==> src/rtl/cgw_map.svh <==
/*
 * Constants of the CANopen error-reporting block: bus offsets,
 * field positions, reset values, CAN identifiers and error codes.
 * Assumes inclusion by bare name from the rtl folder.
 */
`ifndef CGW_MAP_SVH
`define CGW_MAP_SVH

// apb register byte offsets
`define CGW_OFS_CTRL 12'h000
`define CGW_OFS_STAT 12'h004
`define CGW_OFS_HIST 12'h008
`define CGW_OFS_BPC 12'h00C

// ctrl fields and reset value
`define CGW_CTRL_NODE_HI 6
`define CGW_CTRL_RST 7'h01

// status field positions
`define CGW_ST_PAS 0
`define CGW_ST_BOFF 1
`define CGW_ST_INIT 2
`define CGW_ST_EST 3

// can identifier bases
`define CGW_ID_EMCY 11'h080
`define CGW_ID_SDO_RX 11'h600
`define CGW_ID_SDO_TX 11'h580

// sdo commands and objects
`define CGW_SDO_UPREQ 8'h40
`define CGW_SDO_UPRSP 8'h42
`define CGW_SDO_ABORT 8'h80
`define CGW_SDO_NOOBJ 32'h0602_0000
`define CGW_OBJ_CUR 16'h3100
`define CGW_OBJ_HIST 16'h1003

// backplane codes
`define CGW_BP_OVR 16'h4501
`define CGW_BP_PAS 16'h4503
`define CGW_BP_BOFF 16'h4504
`define CGW_BP_TXD 16'h4506
`define CGW_BP_INIT 16'hC507
`define CGW_BP_GRD 16'h4508

// emergency codes and error register values
`define CGW_EM_COMM 16'h8110
`define CGW_EM_PAS 16'h8120
`define CGW_EM_GRD 16'h8130
`define CGW_EM_FIRST 16'hFF01
`define CGW_EM_OUT 16'hFF02
`define CGW_EM_MORE 16'hFF03
`define CGW_EM_NONE 16'h0000
`define CGW_ER_COMM 8'h11
`define CGW_ER_MOD 8'h81
`define CGW_ER_NONE 8'h00
`define CGW_IDX_OVR 8'h01
`define CGW_IDX_TXD 8'h02

`endif

==> src/rtl/cgw_pkg.sv <==
/*
 * Types shared by the error-reporting block.
 * Assumes cgw_map.svh supplies the numbers.
 */
`default_nettype none
package cgw_pkg;
    typedef enum logic [0:0] {
        CGW_TX_IDLE = 1'b0,
        CGW_TX_SEND = 1'b1
    } cgw_tx_e;
    typedef logic [63:0] cgw_frame_t;
endpackage
`default_nettype wire

==> src/rtl/cgw_emcy_pack.sv <==
/*
 * Packs an emergency frame payload, byte 0 in bits 7:0.
 * Assumes the caller supplies code, error register and module bytes.
 */
`timescale 1ns/1ps
`default_nettype none
module cgw_emcy_pack
    import cgw_pkg::*;
(
    // frame fields
    input wire logic [15:0] code,
    input wire logic [7:0] err_reg,
    input wire logic [7:0] module_index_byte,
    input wire logic [31:0] diag,
    // payload
    output cgw_frame_t data
);
    // code low byte first, then register, index, high diag byte first
    assign data = {diag[7:0], diag[15:8], diag[23:16], diag[31:24],
                   module_index_byte, err_reg, code[15:8], code[7:0]};
endmodule
`default_nettype wire

==> src/rtl/cgw_sdo_srv.sv <==
/*
 * Decodes an expedited upload request and builds the reply payload.
 * Assumes the caller checks the identifier and holds the diag table.
 */
`timescale 1ns/1ps
`default_nettype none
`include "cgw_map.svh"
module cgw_sdo_srv
    import cgw_pkg::*;
#(
    parameter int NMOD = 14
) (
    // request
    input wire logic [63:0] req,
    // object contents
    input wire logic [NMOD-1:0][31:0] cur,
    input wire logic [31:0] hist,
    // answer
    output logic is_upload,
    output cgw_frame_t rsp
);
    logic [15:0] idx;
    logic [7:0] sub;
    logic [31:0] val;
    logic hit;
    assign idx = req[23:8];
    assign sub = req[31:24];
    assign is_upload = req[7:0] == `CGW_SDO_UPREQ;
    always_comb begin
        val = 32'h0000_0000;
        hit = 1'b0;
        if (idx == `CGW_OBJ_HIST && sub == 8'h01) begin
            val = hist;
            hit = 1'b1;
        end else if (idx == `CGW_OBJ_CUR && sub != 8'h00 && {24'h0, sub} <= NMOD) begin
            // stored active-high, served active-low
            val = ~cur[sub - 8'h01];
            hit = 1'b1;
        end
        if (hit) begin
            rsp = {val[7:0], val[15:8], val[23:16], val[31:24],
                   sub, idx, `CGW_SDO_UPRSP};
        end else begin
            rsp = {`CGW_SDO_NOOBJ, sub, idx, `CGW_SDO_ABORT};
        end
    end
endmodule
`default_nettype wire

==> src/rtl/cgw_err_report.sv <==
/*
 * CANopen error reporting: backplane codes, emergency frames,
 * current-error and history objects, expedited upload service, APB.
 * Assumes all inputs synchronous to core_clk and a CAN transmit
 * queue that takes one frame per tx_valid/tx_ready handshake.
 */
// Design decisions made here: the APB interface to the registers and the register addresses.
//
// How it works
// - rx overrun: 4501h, emcy 8110h, 11h, index 1
// - error passive: 4503h, emcy 8120h, recessive
// - bus off: 4504h, disconnect, no emcy
// - tx drop: 4506h, emcy 8110h, 11h, index 2
// - init failure: C507h only
// - guarding loss: 4508h, emcy 8130h, 11h
// - module alarms FF01/FF02/FF03, 81h, history
// - emergency identifier is 80h plus node
// - emergency payload eight bytes, fixed order
// - emergency register byte equals error register
// - requests on 600h+node, answers 580h+node
// - upload 40h request, 42h reply echoing index
// - object 3100 subindex is position plus one
// - current error bits read active low
// - object 1003 subindex 1 gives last error
// - status bit 30 is bit 6 of diag_byte_high
// - can faults forwarded as backplane codes
// - two emergency states, frame per transition
`timescale 1ns/1ps
`default_nettype none
`include "cgw_map.svh"
module cgw_err_report
    import cgw_pkg::*;
#(
    parameter int NMOD = 14
) (
    // clock and reset
    input wire logic core_clk,
    input wire logic sys_rst,
    // apb slave
    input wire logic psel,
    input wire logic penable,
    input wire logic pwrite,
    input wire logic [11:0] paddr,
    input wire logic [31:0] pwdata,
    output logic pready,
    output logic [31:0] prdata,
    output logic pslverr,
    // can controller faults
    input wire logic can_rx_overrun,
    input wire logic can_err_passive,
    input wire logic can_bus_off,
    input wire logic can_tx_drop,
    input wire logic can_init_fail,
    input wire logic guard_lost,
    // can line control
    output logic can_recessive_only,
    output logic can_disconnect,
    // module alarm events
    input wire logic mod_valid,
    input wire logic mod_incoming,
    input wire logic [7:0] module_index_byte,
    input wire logic [31:0] mod_diag,
    output logic mod_ready,
    // received service frames
    input wire logic rx_valid,
    input wire logic [10:0] rx_id,
    input wire logic [63:0] rx_data,
    // outgoing frames
    output logic tx_valid,
    output logic [10:0] tx_id,
    output logic [3:0] tx_dlc,
    output logic [63:0] tx_data,
    input wire logic tx_ready,
    // backplane error reports
    output logic bp_valid,
    output logic [15:0] bp_code
);

    ////////////////////////////////////////////////////////////////////
    typedef struct packed {
        logic [6:0] node;
        logic pas_q;
        logic boff_q;
        logic init_q;
        logic init_seen;
        logic boff;
        logic pas;
        logic [5:0] bpend;
        logic [15:0] last_bp;
        logic bp_valid;
        logic [15:0] bp_code;
        logic [3:0] cpend;
        logic mpend;
        logic [15:0] mcode;
        logic [7:0] merr;
        logic [7:0] midx;
        logic [31:0] mdiag;
        logic spend;
        logic [63:0] sdata;
        logic [7:0] err_reg;
        logic estate;
        logic [7:0] act;
        logic [31:0] hist;
        logic [NMOD-1:0][31:0] cur;
        cgw_tx_e txs;
        logic [10:0] tx_id;
        logic [63:0] tx_data;
        logic pready;
        logic [31:0] prdata;
        logic pslverr;
    } cgw_state_s;

    cgw_state_s s_r;
    cgw_state_s s_nxt;

    ////////////////////////////////////////////////////////////////////
    // frame builders
    cgw_frame_t em_data;
    cgw_frame_t sdo_rsp;
    logic sdo_up;
    logic [15:0] em_code;
    logic [7:0] em_idx;
    logic [1:0] em_sel;

    always_comb begin
        em_sel = 2'd0;
        for (int i = 3; i >= 0; i--) begin
            if (s_r.cpend[i]) begin
                em_sel = 2'(i);
            end
        end
        case (em_sel)
            2'd0: em_code = `CGW_EM_PAS;
            2'd1: em_code = `CGW_EM_COMM;
            2'd2: em_code = `CGW_EM_COMM;
            default: em_code = `CGW_EM_GRD;
        endcase
        case (em_sel)
            2'd1: em_idx = `CGW_IDX_OVR;
            2'd2: em_idx = `CGW_IDX_TXD;
            default: em_idx = 8'h00;
        endcase
    end

    cgw_emcy_pack u_emcy (
        .code(em_code),
        .err_reg(`CGW_ER_COMM),
        .module_index_byte(em_idx),
        .diag(32'h0000_0000),
        .data(em_data)
    );

    cgw_sdo_srv #(.NMOD(NMOD)) u_sdo (
        .req(rx_data),
        .cur(s_r.cur),
        .hist(s_r.hist),
        .is_upload(sdo_up),
        .rsp(sdo_rsp)
    );

    cgw_frame_t mod_frame;
    cgw_emcy_pack u_mpack (
        .code(s_r.mcode),
        .err_reg(s_r.merr),
        .module_index_byte(s_r.midx),
        .diag(s_r.mdiag),
        .data(mod_frame)
    );

    function automatic logic [15:0] bp_of(input int i);
        case (i)
            0: bp_of = `CGW_BP_OVR;
            1: bp_of = `CGW_BP_PAS;
            2: bp_of = `CGW_BP_BOFF;
            3: bp_of = `CGW_BP_TXD;
            4: bp_of = `CGW_BP_INIT;
            default: bp_of = `CGW_BP_GRD;
        endcase
    endfunction

    ////////////////////////////////////////////////////////////////////
    logic apb_acc;
    logic [10:0] emcy_id;
    logic [10:0] sdo_id;
    logic [5:0] bp_ev;
    logic [3:0] em_ev;
    logic bp_done;

    assign apb_acc = psel && penable;
    assign emcy_id = `CGW_ID_EMCY + {4'h0, s_r.node};
    assign sdo_id = `CGW_ID_SDO_TX + {4'h0, s_r.node};

    always_comb begin
        s_nxt = s_r;
        bp_done = 1'b0;
        // fault detection, edge-triggered for levels
        s_nxt.pas_q = can_err_passive;
        s_nxt.boff_q = can_bus_off;
        s_nxt.init_q = can_init_fail;
        s_nxt.pas = can_err_passive;
        bp_ev = {guard_lost, can_init_fail && !s_r.init_q, can_tx_drop,
                 can_bus_off && !s_r.boff_q, can_err_passive && !s_r.pas_q,
                 can_rx_overrun};
        // bus off and init failure send no emergency frame
        em_ev = {guard_lost, can_tx_drop, can_rx_overrun,
                 can_err_passive && !s_r.pas_q};
        if (can_bus_off && !s_r.boff_q) begin
            s_nxt.boff = 1'b1;
        end
        if (can_init_fail) begin
            s_nxt.init_seen = 1'b1;
        end

        // backplane report, one per cycle, set wins over clear
        s_nxt.bp_valid = 1'b0;
        for (int i = 5; i >= 0; i--) begin
            if (s_r.bpend[i]) begin
                s_nxt.bp_code = bp_of(i);
            end
        end
        if (s_r.bpend != 6'h00) begin
            s_nxt.bp_valid = 1'b1;
            s_nxt.last_bp = s_nxt.bp_code;
            bp_done = 1'b1;
        end
        if (bp_done) begin
            s_nxt.bpend = s_r.bpend & (s_r.bpend - 6'h01);
        end
        s_nxt.bpend = s_nxt.bpend | bp_ev;

        // transmit handshake
        if (s_r.txs == CGW_TX_SEND && tx_ready) begin
            s_nxt.txs = CGW_TX_IDLE;
        end
        if (s_r.boff) begin
            // disconnected: nothing leaves until sys_rst
            s_nxt.txs = CGW_TX_IDLE;
        end else if (s_nxt.txs == CGW_TX_IDLE) begin
            if (s_r.cpend != 4'h0) begin
                s_nxt.txs = CGW_TX_SEND;
                s_nxt.tx_id = emcy_id;
                s_nxt.tx_data = em_data;
                s_nxt.err_reg = `CGW_ER_COMM;
                s_nxt.cpend[em_sel] = 1'b0;
            end else if (s_r.mpend) begin
                s_nxt.txs = CGW_TX_SEND;
                s_nxt.tx_id = emcy_id;
                s_nxt.tx_data = mod_frame;
                s_nxt.err_reg = s_r.merr;
                s_nxt.mpend = 1'b0;
            end else if (s_r.spend) begin
                s_nxt.txs = CGW_TX_SEND;
                s_nxt.tx_id = sdo_id;
                s_nxt.tx_data = s_r.sdata;
                s_nxt.spend = 1'b0;
            end
        end
        s_nxt.cpend = s_nxt.cpend | em_ev;

        // module alarms and the two-state emergency condition
        if (mod_valid && !s_r.mpend) begin
            s_nxt.mpend = 1'b1;
            s_nxt.midx = module_index_byte;
            s_nxt.mdiag = mod_diag;
            s_nxt.merr = `CGW_ER_MOD;
            if (module_index_byte < 8'(NMOD)) begin
                s_nxt.cur[module_index_byte] = mod_diag;
            end
            if (mod_incoming) begin
                s_nxt.act = s_r.act + 8'h01;
                s_nxt.estate = 1'b1;
                s_nxt.mcode = s_r.estate ? `CGW_EM_MORE : `CGW_EM_FIRST;
                s_nxt.hist = mod_diag;
            end else if (s_r.act > 8'h01) begin
                s_nxt.act = s_r.act - 8'h01;
                s_nxt.mcode = `CGW_EM_OUT;
                s_nxt.hist = mod_diag;
            end else begin
                // last error gone: back to error free, history untouched
                s_nxt.act = 8'h00;
                s_nxt.estate = 1'b0;
                s_nxt.mcode = `CGW_EM_NONE;
                s_nxt.merr = `CGW_ER_NONE;
                s_nxt.midx = 8'h00;
                s_nxt.mdiag = 32'h0000_0000;
            end
        end

        // service requests; a request arriving while one is queued is dropped
        if (rx_valid && !s_r.spend && sdo_up
            && rx_id == `CGW_ID_SDO_RX + {4'h0, s_r.node}) begin
            s_nxt.spend = 1'b1;
            s_nxt.sdata = sdo_rsp;
        end

        // apb: one wait state, write lands with pready
        s_nxt.pready = apb_acc && !s_r.pready;
        if (apb_acc && !s_r.pready) begin
            s_nxt.pslverr = 1'b0;
            s_nxt.prdata = 32'h0000_0000;
            if (paddr == `CGW_OFS_CTRL) begin
                s_nxt.prdata = {25'h0, s_r.node};
            end else if (paddr == `CGW_OFS_STAT) begin
                s_nxt.prdata = {8'h00, s_r.act, s_r.err_reg, 4'h0, s_r.estate,
                                s_r.init_seen, s_r.boff, s_r.pas};
            end else if (paddr == `CGW_OFS_HIST) begin
                s_nxt.prdata = s_r.hist;
            end else if (paddr == `CGW_OFS_BPC) begin
                s_nxt.prdata = {16'h0000, s_r.last_bp};
            end else begin
                s_nxt.pslverr = 1'b1;
            end
        end
        if (apb_acc && s_r.pready && pwrite && paddr == `CGW_OFS_CTRL) begin
            s_nxt.node = pwdata[`CGW_CTRL_NODE_HI:0];
        end
    end

    ////////////////////////////////////////////////////////////////////
    always_ff @(posedge core_clk) begin
        if (sys_rst) begin
            s_r <= '0;
            s_r.node <= `CGW_CTRL_RST;
            s_r.txs <= CGW_TX_IDLE;
        end else begin
            s_r <= s_nxt;
        end
    end

    assign pready = s_r.pready;
    assign prdata = s_r.prdata;
    assign pslverr = s_r.pslverr;
    assign can_recessive_only = s_r.pas;
    assign can_disconnect = s_r.boff;
    assign mod_ready = !s_r.mpend;
    assign tx_valid = s_r.txs == CGW_TX_SEND;
    assign tx_id = s_r.tx_id;
    assign tx_dlc = 4'h8;
    assign tx_data = s_r.tx_data;
    assign bp_valid = s_r.bp_valid;
    assign bp_code = s_r.bp_code;

endmodule
`default_nettype wire

==> config.mk <==
export PLATFORM = sky130hd
export DESIGN_NAME = cgw_err_report
export DESIGN_NICKNAME = d
export VERILOG_FILES = /design/src/rtl/cgw_pkg.sv /design/src/rtl/cgw_emcy_pack.sv /design/src/rtl/cgw_sdo_srv.sv /design/src/rtl/cgw_err_report.sv
export VERILOG_INCLUDE_DIRS = /design/src /design/src/rtl
export SDC_FILE = /design/constraint.sdc
export NUM_CORES = 2
export LEC_CHECK = 0
export BUFFER_PORTS_ARGS = -buffer_cell sky130_fd_sc_hd__buf_2
export CAP_MARGIN = 25
export CORE_MARGIN = 2
export CORE_UTILIZATION = 45
export CTS_CLUSTER_SIZE = 8
export DETAILED_ROUTE_END_ITERATION = 6
export PLACE_DENSITY = 0.72
export SYNTH_ARGS = -nofsm -noshare
export SYNTH_HDL_FRONTEND = slang
export SYNTH_SLANG_ARGS = --single-unit
==> constraint.sdc <==
create_clock -name core_clk -period 7.25 [get_ports core_clk]
set_input_delay 0 -clock core_clk [delete_from_list [all_inputs] [get_ports core_clk]]
set_output_delay 0 -clock core_clk [all_outputs]
set_load 0.02 [all_outputs]
==> impl_metrics.csv <==
group,metric,value,unit
run_status,status,"finished clean",
pwr,finalPower,9460,uW
finish,layout.cells.non_filler,4896,
global_routing,grt_pass1_wl,149000,um
floorplanning,rows,98,
place,placed_cell_area,33100,sq um
clocking,cts_tree,"done",
floorplanning,boundaryPins,308,
global_routing,top_usage_layer,"met2",
logic_synthesis,netlist.area_leader.share,0.465,
finish,nNetsFinal,4122,
logic_synthesis,ys_seq_elements,756,
finish,layout-drive-gt1-share,0.156,
timing,slew_viol_final,0,
floorplanning,die_h,273,um
logic_synthesis,synth_compound_area_frac,0.148,
logic_synthesis,seq_area_frac_synth,0.465,
drt,routedWlPerCell,19.7,um
logic_synthesis,syn_area,32500,sq um
global_routing,grt.total_usage,0.251,
global_routing,use_met1,0.324,
place,dp.cells,4687,
pwr,p_per_area,257,nW/um^2
pwr,p_sw,2320,uW
run,max_cap_viol_count,0,
logic_synthesis,ys.warnings.count,0,
logic_synthesis,synth_fa_ha_area_frac,0.00423,
global_routing,grt_max_degree,207,
logic_synthesis,yosysTopAreaCell,"dfxtp_1",
timing,worst_slew_pin_slew,1.15,ns
place,port_buffers,243,
pwr,ir_worst_vdd,0.000177,V
logic_synthesis,synth_edf_count,0,
timing,skew,0.0234,ns
pwr,swShare,0.245,
drt,drt_iter0_drc,2650,
floorplanning,die-area,74500,sq um
floorplanning,core_region_area,71500,sq um
place,dp_hpwl,57600,um
setup_path,critical_path_required,7.80,ns
global_routing,grt_overflow,0,
timing,rsz0062_at_grt,"false",
logic_synthesis,ys_types,63,
drt,num_vias,28096,
floorplanning,die_w,273,um
place,place_congestion,0.846,
drt,drc,0,
clocking,clkLatencyLatePin,0.65,ns
clocking,cts_buffers,104,
timing,slew_headroom,0.233,
logic_synthesis,ys_async_sr_fraction,0,
pwr,power_frac_clock,0.456,
logic_synthesis,synthSimpleGateAreaFrac,0.206,
place,preCtsSetupSlack,3.60,ns
global_routing,grt_pass1_vias,26687,
logic_synthesis,syn_inst,3928,
logic_synthesis,synthTopCellsByArea,"dfxtp_1 (47%), nand2_1 (13%), a21oi_1 (11%)",
finish,area_delta_synth_final,13.0,%
logic_synthesis,synth_mux_area_frac,0.0966,
clocking,htree_levels,3,
drt,drt_pass1_iterations,6,
global_routing,grt_antenna_before_repair,8,
pwr,seqPwrFrac,0.457,
clocking,cts_num_sinks,756,
drt,wl,96400,um
pwr,power_frac_comb,0.086,
setup_path,worstPathArrival,4.26,ns
pwr,p_int,7140,uW
setup_path,end_kind,"register",
logic_synthesis,yosysMostFrequentCell,"nand2_1",
setup_path,cp_max_fo,60,
logic_synthesis,synth_common_cells,"nand2_1 (1152), dfxtp_1 (756), a21oi_1 (692)",
timing,setup_ws,3.54,ns
logic_synthesis,ys.flop_type,"dfxtp_1",
setup_path,startpoint_type,"input pin",
timing,min_period_over_period,0.511,
setup_path,worstSetupPathType,"input pin to register",
drt,drt-vias-per-instance,5.74,
global_routing,met2_usage,0.423,
pwr,p_leak,0.0130,uW
timing,fin_crit,3.71,ns
floorplanning,start_util,0.455,
global_routing,use_met3,0.0424,
timing,fmax,270,MHz
clocking,cts_root_buf,"clkbuf_16",
clocking,ctsLongestPathBuffers,3,
hold_path,hold_class,"input pin to register",
logic_synthesis,synth_xor_area_frac,0.00319,
timing,tns,0,ns
clocking,cts.clk_slew.worst_paths,0.05,ns
drt,antenna_left,0,
finish,fin_area,36800,sq um
logic_synthesis,syn_area_per_cell,8.28,sq um
timing,setup_viol,0,
logic_synthesis,synth_top_family_by_area,"simple AND/OR/NAND/NOR gates",
timing,hold_viol,0,
clocking,post_cts_buffers,0,
[per-layer routing]
metal,share of wire,wire length [um]
met4,0.026,2540
met5,0.00062,60
met2,0.49,46800
met3,0.083,7960
met1,0.40,39000
[power groups by stage]
stage          Sequential, uW  Combinational [uW]  Clock [uW]
2_1_floorplan            4370                 566           0
3_3_place_gp             4400                 753           0
3_5_place_dp             4400                 760           0
4_1_cts                  4320                 803        4350
5_1_grt                  4330                 874        4520
6_report                 4320                 816        4320
[final timing paths]
kind	start	end	slack, ns	cells past startpoint
worst max-delay path	rx_data[24]	s_r[642]	3.54	10
worst min-delay path	paddr[2]	prdata[4]	0.05	5
worst max register to register	s_r[736]	s_r[183]	3.63	6
worst min register to register	prdata[18]	prdata[18]	0.44	2
[cell usage in the layout (no fill, tap or decap), types with 30 or more instances in the layout]
cell	count
a21oi_1	692
a221oi_1	40
buf_2	241
buf_4	37
clkbuf_16	108
dfxtp_1	756
dlygate4sd3_1	92
mux2_2	77
mux4_2	94
nand2_1	1152
nand3_1	35
nand4_1	64
nor2_1	135
nor3_1	67
o21ai_0	47
o21bai_1	30
[stage by stage]
step | utilization | hold slack (ns)
2_1_floorplan | - | 0.116
3_3_place_gp | 0.462 | 0.222
3_5_place_dp | 0.462 | 0.222
4_1_cts | 0.514 | 0.0243
5_1_grt | 0.514 | 0.0963
6_report | 0.515 | 0.0455
[critical path: stages]
cell and delay, ns:
dlygate4sd3_1 0.58, buf_6 0.38, inv_1 0.20, ha_4 0.82
buf_4 0.73, mux4_2 0.60, mux2_2 0.27, nand2_1 0.17
nand4_1 0.19, a21oi_1 0.19
[kinds of logic (layout without fill, tap and decap cells)]
family	count (synthesis)	in the layout
other	2	11
xor gates and xnor gates	11	11
DFF	756	756
AOI/OAI and AO/OA	871	871
adders and majority gates	11	11
and+or+nand+nor	1598	1598
muxes	187	187
buffers and inverters	492	501
[layout make-up]
class,count,area (sq um)
fill,6512,34700
sequential,756,15100
multi-input combinational,2685,15100
clock buffer,108,2700
timing repair buffer,377,2520
tap,950,1190
clock inverter,3,55.1
inverter,13,48.8
antenna,4,10.0
[sequential cells by signal, summed over array words and instances (netlist names)]
| name | flops |
|---|---|
| s_r | 631 |
| tx_data | 62 |
| prdata | 32 |
| bp_code | 16 |
| tx_id | 9 |
| bp_valid | 1 |
| can_disconnect | 1 |
| can_recessive_only | 1 |
| pready | 1 |
| pslverr | 1 |
| tx_valid | 1 |
[what timing repair did]
item                                   4_1_cts  5_1_grt
hold buffers                                92        0
gates resized for setup                      0        0
endpoints found under the hold margin      619        0
Power figures use the tool's default switching activity.
